## config.mk

```make
export PLATFORM = sky130hd
export DESIGN_NAME = fieldbus_io_image_mapper
export DESIGN_NICKNAME = d
export VERILOG_FILES = /design/src/rtl/io_mapper_pkg.sv /design/src/rtl/pulse_divider.sv /design/src/rtl/exchange_watchdog.sv /design/src/rtl/fieldbus_io_image_mapper.sv
export VERILOG_INCLUDE_DIRS = /design/src /design/src/rtl
export SDC_FILE = /design/constraint.sdc
export NUM_CORES = 1
export LEC_CHECK = 0
export BUFFER_PORTS_ARGS = -buffer_cell sky130_fd_sc_hd__buf_4
export CORE_ASPECT_RATIO = 0.8
export CORE_UTILIZATION = 30
export CTS_BUF_LIST = sky130_fd_sc_hd__clkbuf_16
export CTS_CLUSTER_DIAMETER = 40
export DETAILED_ROUTE_END_ITERATION = 8
export PLACE_DENSITY = 0.62
export SKIP_CTS_REPAIR_TIMING = 1
export SLEW_MARGIN = 15
export SYNTH_ARGS = -nofsm -noshare
export SYNTH_HDL_FRONTEND = slang
export SYNTH_HIERARCHICAL = 1
export SYNTH_SLANG_ARGS = --single-unit
```

## constraint.sdc

```tcl
create_clock -name core_clk_i -period 5.6 [get_ports core_clk_i]
set_input_delay 0.28 -clock core_clk_i [delete_from_list [all_inputs] [get_ports core_clk_i]]
set_output_delay 0.28 -clock core_clk_i [all_outputs]
set_load 0.005 [all_outputs]
```

## src/rtl/io_mapper_defines.svh

```systemverilog
// Purpose: Shared constants of the fieldbus I/O image mapper.
// Assumes: Byte addresses on the register bus, 32-bit data.
// Notes: Definitions only.
`ifndef IO_MAPPER_DEFINES_SVH
`define IO_MAPPER_DEFINES_SVH

`define CLK_PERIOD_NS 10
`define TICK_PERIOD_US 1000
`define TICK_CYCLES ((`TICK_PERIOD_US * 1000) / `CLK_PERIOD_NS)
`define EXCH_TIMEOUT_MS 10

`define STD_IO_COUNT 24
`define EXT_IO_COUNT 128
`define STATUS_BYTE_IDX 5'h03

`define REG_CTRL_OFS 6'h00
`define REG_NET_STATUS_OFS 6'h04
`define REG_IRQ_STATUS_OFS 6'h08
`define REG_IRQ_MASK_OFS 6'h0C

`define CTRL_EXTENDED_BIT 0
`define CTRL_NET_ENABLE_BIT 1
`define CTRL_RESET 2'h2

`define NST_RATE_LSB 0
`define NST_CFG_ERROR_BIT 2
`define NST_JOINED_BIT 3
`define NST_ACTIVE_BIT 4
`define NST_ADDR_LSB 8

`define IRQ_EXCH_START_BIT 0
`define IRQ_EXCH_LOST_BIT 1
`define IRQ_CFG_ERROR_BIT 2
`define IRQ_RX_BYTE_BIT 3
`define IRQ_RESET 4'h0
`define IRQ_MASK_RESET 4'h0

`define SB_OUTPUT_FAULT_BIT 0
`define SB_INPUT_FAULT_BIT 1
`define SB_GENERAL_FAULT_BIT 2
`define SB_DIAGNOSTIC_BIT 3
`define SB_RUN_BIT 4
`define SB_EXCHANGE_BIT 5

`endif

```

## src/rtl/io_mapper_pkg.sv

```systemverilog
// Purpose: Types of the fieldbus I/O image mapper.
// Assumes: Constants live in io_mapper_defines.svh.
// Notes: One-hot start-up states.
package io_mapper_pkg;

  typedef enum logic [2:0] {
    ST_LOAD = 3'b001,
    ST_RUN = 3'b010,
    ST_ERROR = 3'b100
  } startup_state_e;

  typedef enum logic [1:0] {
    RATE_125K = 2'h0,
    RATE_250K = 2'h1,
    RATE_500K = 2'h2,
    RATE_BAD = 2'h3
  } bit_rate_select_e;

endpackage

```

## src/rtl/pulse_divider.sv

```systemverilog
// Purpose: One-cycle enable pulse every CYCLES clocks.
// Assumes: Single clock domain.
// Notes: Tick is registered.
`timescale 1ns/100ps
`default_nettype none
module pulse_divider #(
  parameter int CYCLES = 100000
) (
  input wire logic core_clk_i,
  input wire logic rst_n_i,
  output logic tick_o
);
  localparam int W = (CYCLES > 1) ? $clog2(CYCLES) : 1;

  if (CYCLES < 1) begin : g_bad_cycles
    $error("pulse_divider: CYCLES must be at least 1");
  end

  logic [W-1:0] count;
  wire last_count = (count == W'(CYCLES - 1));

  always_ff @(posedge core_clk_i) begin
    if (!rst_n_i) begin
      count <= '0;
      tick_o <= 1'b0;
    end else begin
      count <= last_count ? '0 : count + W'(1);
      tick_o <= last_count;
    end
  end
endmodule
`default_nettype wire

```

## src/rtl/exchange_watchdog.sv

```systemverilog
// Purpose: Tracks whether process data is being exchanged.
// Assumes: tick_i is a one-cycle pulse per time unit.
// Notes: Start and lost are registered one-cycle pulses.
`timescale 1ns/100ps
`default_nettype none
module exchange_watchdog #(
  parameter int TIMEOUT_TICKS = 10
) (
  input wire logic core_clk_i,
  input wire logic rst_n_i,
  input wire logic enable_i,
  input wire logic activity_i,
  input wire logic tick_i,
  output logic active_o,
  output logic start_o,
  output logic lost_o
);
  localparam int W = $clog2(TIMEOUT_TICKS + 1);

  if (TIMEOUT_TICKS < 2) begin : g_bad_timeout
    $error("exchange_watchdog: TIMEOUT_TICKS must be at least 2");
  end

  logic [W-1:0] idle_ticks;
  // A tick may land just after activity, so the window is TIMEOUT-1 to TIMEOUT ticks
  wire expired = tick_i && (idle_ticks == W'(TIMEOUT_TICKS - 1));

  always_ff @(posedge core_clk_i) begin
    if (!rst_n_i) begin
      active_o <= 1'b0;
      start_o <= 1'b0;
      lost_o <= 1'b0;
      idle_ticks <= '0;
    end else begin
      start_o <= enable_i && activity_i && !active_o;
      lost_o <= active_o && (!enable_i || (!activity_i && expired));
      if (!enable_i) begin
        active_o <= 1'b0;
        idle_ticks <= '0;
      end else if (activity_i) begin
        active_o <= 1'b1;
        idle_ticks <= '0;
      end else if (active_o && tick_i) begin
        active_o <= !expired;
        idle_ticks <= expired ? '0 : idle_ticks + W'(1);
      end
    end
  end
endmodule
`default_nettype wire

```

## src/rtl/fieldbus_io_image_mapper.sv

```systemverilog
// Purpose: Maps base-unit virtual I/O to byte-wide fieldbus process data.
// Assumes: Network byte ports come from a protocol engine on the same clock.
// Notes: Avalon-MM slave answers every request in two cycles.
//
// What this block does
// - Master input bit n lands on base input n
// - Output n sits at byte n/8 bit n%8 up to output 23, at byte n/8+1 bit n%8 from output 24
// - I/O 0..23 occupy bytes 0..2
// - Byte 3 bits 0..4 carry indicator states
// - Byte 3 bit 5 flags active exchange
// - Two switches select 125, 250, 500 kBit/s
// - Six weighted switches give address 0..63
// - Start-up loads configuration, then runs unaided
// - Extended mode maps up to 128 I/O
`timescale 1ns/100ps
`default_nettype none
`include "io_mapper_defines.svh"
module fieldbus_io_image_mapper
  import io_mapper_pkg::*;
#(
  parameter int IO_COUNT = `EXT_IO_COUNT,
  parameter int TICK_CYCLES = `TICK_CYCLES,
  parameter int EXCH_TIMEOUT_TICKS = `EXCH_TIMEOUT_MS
) (
  input wire logic core_clk_i,
  input wire logic rst_n_i,
  // Register bus
  input wire logic [5:0] avs_address_i,
  input wire logic avs_read_i,
  input wire logic avs_write_i,
  input wire logic [31:0] avs_writedata_i,
  input wire logic [3:0] avs_byteenable_i,
  output logic [31:0] avs_readdata_o,
  output logic avs_waitrequest_o,
  output logic irq_o,
  // Configuration switches
  input wire logic rate_switch_low_i,
  input wire logic rate_switch_high_i,
  input wire logic [5:0] addr_switch_i,
  output logic [1:0] bit_rate_select_o,
  output logic [5:0] station_address_o,
  output logic net_enable_o,
  // Process data from the master
  input wire logic net_in_valid_i,
  input wire logic [4:0] net_in_index_i,
  input wire logic [7:0] net_in_data_i,
  // Process data to the master
  input wire logic net_out_req_i,
  input wire logic [4:0] net_out_index_i,
  output logic [7:0] net_out_data_o,
  output logic net_out_valid_o,
  // Base unit side
  input wire logic [IO_COUNT-1:0] base_outputs_i,
  output logic [IO_COUNT-1:0] base_inputs_o,
  input wire logic output_fault_flag_i,
  input wire logic input_fault_flag_i,
  input wire logic general_fault_flag_i,
  input wire logic diagnostic_flag_i,
  input wire logic run_flag_i,
  // Indicators
  output logic network_state_indicator_o,
  output logic module_state_indicator_o
);

  if (IO_COUNT < `STD_IO_COUNT || IO_COUNT > `EXT_IO_COUNT || (IO_COUNT % 8) != 0) begin : g_bad_io
    $error("fieldbus_io_image_mapper: IO_COUNT must be a multiple of 8 in 24..128");
  end

  // The divider needs one cycle per tick; the watchdog window needs two ticks
  if (TICK_CYCLES < 1) begin : g_bad_tick
    $error("fieldbus_io_image_mapper: TICK_CYCLES must be at least 1");
  end

  if (EXCH_TIMEOUT_TICKS < 2) begin : g_bad_timeout
    $error("fieldbus_io_image_mapper: EXCH_TIMEOUT_TICKS must be at least 2");
  end

  // Start-up and configuration

  startup_state_e state;
  startup_state_e next_state;
  logic [1:0] rate_latched;
  logic [5:0] addr_latched;
  logic [1:0] ctrl;

  // Switch order: low switch is bit 0, high switch bit 1
  wire [1:0] rate_switches = {rate_switch_high_i, rate_switch_low_i};
  wire rate_invalid = (rate_switches == RATE_BAD);
  wire ext_mode = ctrl[`CTRL_EXTENDED_BIT];
  wire joined = (state == ST_RUN) && ctrl[`CTRL_NET_ENABLE_BIT];
  wire cfg_error = (state == ST_ERROR);

  always_comb begin
    next_state = state;
    unique case (state)
      ST_LOAD: next_state = rate_invalid ? ST_ERROR : ST_RUN;
      ST_RUN: next_state = ST_RUN;
      ST_ERROR: next_state = ST_ERROR;
      default: next_state = ST_LOAD;
    endcase
  end

  // Switches are read once after reset; later changes need a reset
  always_ff @(posedge core_clk_i) begin
    if (!rst_n_i) begin
      state <= ST_LOAD;
      rate_latched <= 2'h0;
      addr_latched <= 6'h00;
    end else begin
      state <= next_state;
      if (state == ST_LOAD) begin
        rate_latched <= rate_switches;
        addr_latched <= addr_switch_i;
      end
    end
  end

  assign bit_rate_select_o = rate_latched;
  assign station_address_o = addr_latched;
  assign net_enable_o = joined;

  // Mapping helpers

  // Highest I/O count served in the current mode
  function automatic int io_limit(input logic ext);
    return ext ? IO_COUNT : `STD_IO_COUNT;
  endfunction

  // First I/O number carried by a byte; output bytes above the status byte shift down one
  function automatic int bit_base(input logic [4:0] idx, input logic is_out);
    if (is_out && idx > `STATUS_BYTE_IDX) begin
      return (int'(idx) - 1) * 8;
    end
    return int'(idx) * 8;
  endfunction

  // A byte is served only when all eight of its I/O exist in the current mode
  function automatic logic byte_served(input int base, input logic ext);
    return (base + 8) <= io_limit(ext);
  endfunction

  // Output bytes: 0..2 for o0..o23, 3 is status, 4.. for o24 upward
  function automatic logic [7:0] out_byte(input logic [4:0] idx, input logic ext,
                                          input logic [IO_COUNT-1:0] outs, input logic [7:0] status);
    int base;
    base = bit_base(idx, 1'b1);
    if (idx == `STATUS_BYTE_IDX) begin
      return status;
    end else if (byte_served(base, ext)) begin
      return outs[base +: 8];
    end else begin
      return 8'h00;
    end
  endfunction

  // Process data in

  logic [IO_COUNT-1:0] in_image;
  int in_base;

  // Inputs are linear: byte k carries inputs 8k..8k+7
  assign in_base = bit_base(net_in_index_i, 1'b0);
  wire in_accept = joined && net_in_valid_i && byte_served(in_base, ext_mode);
  wire out_accept = joined && net_out_req_i;

  always_ff @(posedge core_clk_i) begin
    if (!rst_n_i) begin
      in_image <= '0;
    end else if (!joined) begin
      in_image <= '0;
    end else if (in_accept) begin
      in_image[in_base +: 8] <= net_in_data_i;
    end
  end

  // Inputs beyond 23 stay clear outside extended mode
  wire [IO_COUNT-1:0] in_mask = ext_mode ? {IO_COUNT{1'b1}} : IO_COUNT'({`STD_IO_COUNT{1'b1}});

  always_ff @(posedge core_clk_i) begin
    if (!rst_n_i) begin
      base_inputs_o <= '0;
    end else begin
      base_inputs_o <= in_image & in_mask;
    end
  end

  // Exchange supervision

  logic tick;
  logic exch_active;
  logic exch_start;
  logic exch_lost;

  pulse_divider #(
    .CYCLES(TICK_CYCLES)
  ) u_tick (
    .core_clk_i(core_clk_i),
    .rst_n_i(rst_n_i),
    .tick_o(tick)
  );

  exchange_watchdog #(
    .TIMEOUT_TICKS(EXCH_TIMEOUT_TICKS)
  ) u_watchdog (
    .core_clk_i(core_clk_i),
    .rst_n_i(rst_n_i),
    .enable_i(joined),
    .activity_i(in_accept || out_accept),
    .tick_i(tick),
    .active_o(exch_active),
    .start_o(exch_start),
    .lost_o(exch_lost)
  );

  // Process data out

  // Status byte 3 built bit by bit from the shared layout
  wire [7:0] status_byte;
  assign status_byte[`SB_OUTPUT_FAULT_BIT] = output_fault_flag_i;
  assign status_byte[`SB_INPUT_FAULT_BIT] = input_fault_flag_i;
  assign status_byte[`SB_GENERAL_FAULT_BIT] = general_fault_flag_i;
  assign status_byte[`SB_DIAGNOSTIC_BIT] = diagnostic_flag_i;
  assign status_byte[`SB_RUN_BIT] = run_flag_i;
  // Exchange bit follows the watchdog, not raw traffic, so it does not flicker
  assign status_byte[`SB_EXCHANGE_BIT] = exch_active;
  assign status_byte[7:6] = 2'b00;

  wire [7:0] out_sel = out_byte(net_out_index_i, ext_mode, base_outputs_i, status_byte);

  always_ff @(posedge core_clk_i) begin
    if (!rst_n_i) begin
      net_out_data_o <= 8'h00;
      net_out_valid_o <= 1'b0;
    end else begin
      net_out_valid_o <= out_accept;
      if (out_accept) begin
        net_out_data_o <= out_sel;
      end
    end
  end

  assign network_state_indicator_o = exch_active;

  // Registered so the indicator driver never sees a decode glitch
  always_ff @(posedge core_clk_i) begin
    if (!rst_n_i) begin
      module_state_indicator_o <= 1'b0;
    end else begin
      module_state_indicator_o <= joined;
    end
  end

  // Register bus slave

  logic ack;
  logic [3:0] irq_status;
  logic [3:0] irq_mask;
  logic cfg_error_seen;

  // Full-word decode: a partial match never aliases a register
  function automatic logic reg_hit(input logic [5:0] addr, input logic [5:0] ofs);
    return addr == ofs;
  endfunction

  wire request = avs_read_i || avs_write_i;
  // Lane 0 holds every writable field
  wire wr_take = avs_write_i && ack && avs_byteenable_i[0];
  wire sel_ctrl = reg_hit(avs_address_i, `REG_CTRL_OFS);
  wire sel_nst = reg_hit(avs_address_i, `REG_NET_STATUS_OFS);
  wire sel_irq = reg_hit(avs_address_i, `REG_IRQ_STATUS_OFS);
  wire sel_mask = reg_hit(avs_address_i, `REG_IRQ_MASK_OFS);

  wire [31:0] net_status_word = (32'h0000_0000
    | (32'(rate_latched) << `NST_RATE_LSB)
    | (32'(cfg_error) << `NST_CFG_ERROR_BIT)
    | (32'(joined) << `NST_JOINED_BIT)
    | (32'(exch_active) << `NST_ACTIVE_BIT)
    | (32'(addr_latched) << `NST_ADDR_LSB));

  // Unmapped addresses read zero and ignore writes
  wire [31:0] read_mux = sel_ctrl ? 32'(ctrl)
                       : sel_nst ? net_status_word
                       : sel_irq ? 32'(irq_status)
                       : sel_mask ? 32'(irq_mask)
                       : 32'h0000_0000;

  // Fixed one wait state keeps the read mux off the bus path
  assign avs_waitrequest_o = request && !ack;

  always_ff @(posedge core_clk_i) begin
    if (!rst_n_i) begin
      ack <= 1'b0;
      avs_readdata_o <= 32'h0000_0000;
    end else begin
      ack <= request && !ack;
      if (avs_read_i && !ack) begin
        avs_readdata_o <= read_mux;
      end
    end
  end

  always_ff @(posedge core_clk_i) begin
    if (!rst_n_i) begin
      ctrl <= `CTRL_RESET;
      irq_mask <= `IRQ_MASK_RESET;
    end else if (wr_take) begin
      if (sel_ctrl) begin
        ctrl <= avs_writedata_i[1:0];
      end
      if (sel_mask) begin
        irq_mask <= avs_writedata_i[3:0];
      end
    end
  end

  // Interrupts

  wire [3:0] irq_events;
  assign irq_events[`IRQ_EXCH_START_BIT] = exch_start;
  assign irq_events[`IRQ_EXCH_LOST_BIT] = exch_lost;
  assign irq_events[`IRQ_CFG_ERROR_BIT] = cfg_error && !cfg_error_seen;
  assign irq_events[`IRQ_RX_BYTE_BIT] = in_accept;

  // Write one to clear; zero bits leave their flag alone
  wire [3:0] irq_clear = (wr_take && sel_irq) ? avs_writedata_i[3:0] : 4'h0;

  // A new event in the clearing cycle survives the clear
  always_ff @(posedge core_clk_i) begin
    if (!rst_n_i) begin
      irq_status <= `IRQ_RESET;
      cfg_error_seen <= 1'b0;
    end else begin
      irq_status <= (irq_status & ~irq_clear) | irq_events;
      cfg_error_seen <= cfg_error;
    end
  end

  assign irq_o = |(irq_status & irq_mask);

endmodule
`default_nettype wire

```

== Word level (Yosys, flattened, before mapping) ==
Cells that the tools add are included.
Operators by class
  add/sub/neg operators: 6
  magnitude comparators: 3
  eq/ne operators: 10
  shifts and indexed selects: 3
  muxes and demuxes: 18
  bitwise gates (word level): 11
  reduce and logical (&&, ||, !) cells: 33
Operators by type and width (number)
  bitwise AND 128 bit: 1
  bitwise mux 128 bit: 1
  2-to-1 mux 128 bit: 1
  variable shift 8 x 33 -> 128 bit, first input constant: 1
  variable part select 128 x 32 -> 8 bit: 1
  variable part select 8 x 33 -> 128 bit: 1
  2-to-1 mux 32 bit: 2
  negator 8 -> 33 bit: 1
  adder 32 x 5 -> 32 bit, second input constant: 1
  less-or-equal comparator 10 x 32 -> 1 bit: 1
  less-or-equal comparator 32 x 9 -> 1 bit: 1
  2-to-1 mux 14 bit: 2
  2-to-1 mux 8 bit: 3
  adder 17 x 1 -> 17 bit, second input constant: 1
  equality test 17 bit, second input constant: 1
  logical AND 1 bit: 16
  2-to-1 mux 4 bit: 4
  OR 5 x 14 -> 14 bit: 1
  equality test 6 x 4 -> 1 bit, second input constant: 2
  adder 8 x 4 -> 9 bit, second input constant: 1
  case mux 3 bit (3 select lines): 1
  bitwise AND 4 bit: 2
  equality test 6 x 3 -> 1 bit, second input constant: 1
  zero test 1 bit: 6
  24 further kinds: 31
Storage, ports and cells
  bits in registers: 346
  bits of input ports: 207
  output and inout port bits: 182
  word-level logic and storage cells: 104

== Depth between registers and ports, before layout ==
  depth after elaboration: 9
  gate-level depth with buffers: 19
  depth with buffers taken out: 14

== Hierarchy ==
The synthesis kept the hierarchy.
Modules (own cells, without submodules)
  fieldbus_io_image_mapper: times used 1, cells an instance 1260, area each 12333.1 µm², seq. area each 6005.8 µm²
  pulse_divider: times used 1, cells an instance 88, area each 799.5 µm², seq. area each 360.3 µm²
  exchange_watchdog: times used 1, cells an instance 34, area each 320.3 µm², seq. area each 140.1 µm²

== Worst setup path after synthesis ==
No wires, ideal clock.
  path type: input -> register
  start point: input net_out_index_i[0]
  end point: register net_out_data_o[6]
  setup time: 87 ps
  arrival: 3977 ps
  required time: 5513 ps
  slack: 1536 ps
  stages: 19
  path buffers: 5
  cells stage by stage: clkbuf_1 -> inv_1 -> clkbuf_1 -> ha_1 -> clkbuf_1 -> and3b_1 -> nor3_1 -> clkbuf_1 -> buf_2 -> ha_1 -> nand3_1 -> xnor2_1 -> ha_1 -> nor4_1 -> a32oi_1 -> or4_1 -> o211ai_1 -> nand3_1 -> o31ai_1
Between the ends
  longest elaborated chain between the ends: 7
  elaborated cells between the ends (all ways): 11
  classes of those cells: 2 x add/sub; 2 x order compare; 1 x eq/ne; 1 x shift; 5 x mux
Ends and longest elaborated chain
  start: declaration: RTL line fieldbus_io_image_mapper.sv:49  | input wire logic [4:0] net_out_index_i,
  subtractor 5 x 1 -> 6 bit or greater-than comparator 5 x 2 -> 1 bit (tied branches)
  2-to-1 mux 32 bit or 2-to-1 mux 1 bit (tied branches): RTL line fieldbus_io_image_mapper.sv:131  | if (is_out && idx > `STATUS_BYTE_IDX) begin
  2-to-1 mux 32 bit: RTL line fieldbus_io_image_mapper.sv:134  | return int'(idx) * 8;
  adder 32 x 5 -> 32 bit: RTL line fieldbus_io_image_mapper.sv:139  | return (base + 8) <= io_limit(ext);
  less-or-equal comparator 32 x 9 -> 1 bit: RTL line fieldbus_io_image_mapper.sv:139
  2-to-1 mux 8 bit: RTL line fieldbus_io_image_mapper.sv:149  | end else if (byte_served(base, ext)) begin
  2-to-1 mux 8 bit (*): RTL line fieldbus_io_image_mapper.sv:147  | if (idx == `STATUS_BYTE_IDX) begin
  end signal: assignment: RTL line fieldbus_io_image_mapper.sv:237  | net_out_data_o <= out_sel;
  end: declaration: RTL line fieldbus_io_image_mapper.sv:50  | output logic [7:0] net_out_data_o,
Every way passes the cells marked *; elsewhere a longest branch is shown, timed or not.
A chain may end at the register's enable or synchronous reset.

== Worst setup path after layout ==
Ends and elaborated chain as after synthesis.

==> summary.md <==
| Metric | Value |
|---|---|
| Number of buffers created by CTS | `between 40 and 50` |
| Crit Path Max Fanout | `about 50` |
| Met2 WL post-DR | `19.1 mm` |
| CTS HTree Levels | `2` |
| Fill count | `4361` |
| Drt first-iter violations | `725` |
| Clock slew at reported path FFs | `~0.050 ns` |
| Root buffer cell | `clkbuf_16` |
| Final WL | `around 43 mm` |
| Clock insertion delay at the later pin of the skew report | `~0.56 ns` |
| Drt pass-1 iters | `5` |
| Vias in the first global route | `11000` |
| Grt ovf | `0` |
| Die area | `45700 sq um` |
| Leading area contributor after synthesis | `dfxtp_1` |
| Period utilization | `~68%` |
| Via count | `11400` |
| CP Launch Type | `input pin` |
| Area of the multi-input gates | `6480 sq um` |
| Status | `completed` |
| Highest Clock Rate | `0.261 GHz` |
| Nets | `between 1500 and 2000` |
| Chip height | `about 190 um` |
| Residual DRC count | `0` |
| WL met3 | `~2.3 mm` |
| Top-Level Pins | `389` |
| Vias per inst | `4.90` |
| Power Density | `303 nW/um^2` |
| Largest net degree at the start of global routing | `129` |
| Top Metal Used | `met4` |
| Hold Crit Class | `input pin to register` |
| Synth Flop Type | `dfxtp_1` |
| Post-synth EDFFs | `0` |
| First-pass GRT wire length | `between 60 and 70 mm` |
| YS warnings | `6` |
| Core area | `44300 sq um` |
| Internal power | `4.06 mW` |
| Half-perimeter wire length after placement | `30.5 mm` |
| Clk buf depth | `3` |
| CTS sink count | `about 330` |
| Initial Util | `between 30% and 40%` |
| Worst Path Arrival | `4.29 ns` |
| Synthesized cell area | `13500 sq um` |
| Worst Tran Pin Value | `roughly 1.1 ns` |
| WS Path Type | `input pin to register` |
| Leak | `8.40 nW` |
| Die extent in x | `roughly 240 um` |
| Area Overhead vs Synth | `32.9%` |
| Max-slew headroom | `24.9%` |
| Placed cell count | `approximately 2200` |
| Clock power frac | `46.8%` |
| Register area | `6510 sq um` |
| ANT nets after route | `0` |
| Maximum vdd drop | `196 uV` |
| Switching share of power | `25.1%` |
| Non-Filler Instances | `2332` |
| Dpl ws | `1.26 ns` |
| Logic pwr share | `roughly 9.8%` |
| Final Wtd Congestion | `0.900` |
| Routed wire per std cell | `18.4 um` |
| Dpl cell area | `16400 sq um` |
| Seq/Total Area, Yosys | `48.4%` |
| Fin crit period | `3.83 ns` |
| Row count | `69` |
| Final Worst Setup Slack | `1.77 ns` |
| Post-Synthesis Mean Instance Area | `between 9 and 10 sq um` |
| Final setup TNS | `0 ns` |
| Final Slew Violations | `0` |
| Setup crit end kind | `register` |
| Gr usage total | `a little under a fifth` |
| Final Cell Area | `17900 sq um` |
| Switch Pwr | `between 1 and 1.5 mW` |
| Clk_skew | `about 0.019 ns` |
| Max Cap Violations | `0` |
| RSZ-0062 raised after global routing | `false` |
| Post-Syn Instances | `1382` |
| Post-Route M1 WL | `20.5 mm` |
| WP data required | `6.06 ns` |
| Final hold vios | `0` |
| PortBufs | `336` |
| Post-synth top area share | `between 40% and 50%` |
| Layout cells sized above 1 | `26.6%` |
| Sequential fraction of design power | `43.4%` |
| Synth top cells by count | `dfxtp_1, nand2_1, mux2i_1, and3_1, clkbuf_1` |
| FF+latch count, synth | `325` |
| FFs w/ async S/R, synth | `0%` |
| Top-count cell post-synth | `dfxtp_1` |
| CTS tree | `built` |
| Final setup vio count | `0` |
| Synth area leaders | `dfxtp_1, mux2i_1, nand2_1` |
| Unique cell type count in the Yosys netlist | `65` |
| Initial antenna violation count | `4` |
==> stage by stage <==
step                      hold slack (ns)  utilization (%)  total power [mW]
after floorplan                     0.408                -              2.70
after global placement              0.425             37.1              2.91
after detailed placement            0.439             37.1              2.92
after CTS                         -0.0652             40.1              5.48
after global routing              0.00543             40.4              5.63
final                             0.00166             40.4              5.42
==> metal layers <==
layer	global-route usage, %	vias up
met4	6.63	0
met5	0	-
met2	27.6	320
met1	25.7	5519
met3	3.13	66
li1	-	5526
==> worst paths after layout <==
path	end	slack, ns	start	cells past startpoint
setup / recovery	net_out_data_o[6]	1.77	net_out_index_i[0]	14
hold / removal	ctrl[0]	0.002	avs_writedata_i[0]	3
setup reg to reg	in_image[21]	2.52	state[0]	6
hold reg to reg	irq_status[0]	0.44	u_watchdog/start_o	2
==> kinds of logic after synthesis <==
logic type,synth area share [%]
AND/OR/NAND/NOR,21.8
AO/OA/AOI/OAI,9.03
flip-flops,48.4
multiplexers,12.7
other,0.0558
adder cells (fa/ha/maj),1.95
buffers and inverters,4.52
XOR/XNOR,1.56
==> layout make-up <==
class / count / share of cell area [%]
inverters: 18 / 0.385
well taps: 603 / 4.22
repair buffers: 360 / 15.3
clock inverters: 29 / 1.69
diodes: 4 / 0.0560
multi-input cells: 952 / 36.2
flip-flops and latches: 325 / 36.4
clock buffers: 41 / 5.74
==> critical path, cell delays in order <==
cell and delay (ns):
buf_4 0.38, inv_1 0.38, ha_1 0.60, o31a_1 0.23, buf_4 0.39, nor4_1 0.11, nand2_1 0.11, ha_1 0.13
nand4b_1 0.10, nor4_1 0.18, a31oi_1 0.14, nor3_1 0.77, nand3_1 0.21, o31ai_1 0.26
==> power groups by stage <==
| stage | logic (mW) | registers (mW) | clock network, mW |
|---|---|---|---|
| global placement | 0.510 | 2.40 | 0 |
| finish | 0.529 | 2.35 | 2.54 |
| CTS | 0.516 | 2.35 | 2.61 |
| global route | 0.574 | 2.36 | 2.70 |
| floorplan | 0.304 | 2.40 | 0 |
| detailed placement | 0.514 | 2.40 | 0 |
==> flip-flops by register name, indices dropped and copies added (netlist names), 3 cells and up <==
signal / count
avs_readdata_o: 11
base_inputs_o: 128
in_image: 128
irq_mask: 4
irq_status: 4
net_out_data_o: 8
state: 3
station_address_o: 6
u_tick/count: 17
u_watchdog/idle_ticks: 4
==> cells in the final DEF, fill, tap and decap left out, drive strengths merged, types with 13 or more instances in the layout <==
cell    instances
a21oi          25
inv            23
buf           350
clkinv         15
mux2i         156
and2           26
clkbuf         41
a221oi         13
xnor2          19
nand2         200
and4           14
nand3          27
ha             21
o31ai          17
o31a           26
dfxtp         325
nor4           25
nor2           69
conb           32
o311ai         13
a32oi          13
o21ai          13
and3          107
nand4          18
a22oi          13
nor3           16
nand2b         17
(Power assumes the default switching activity.)
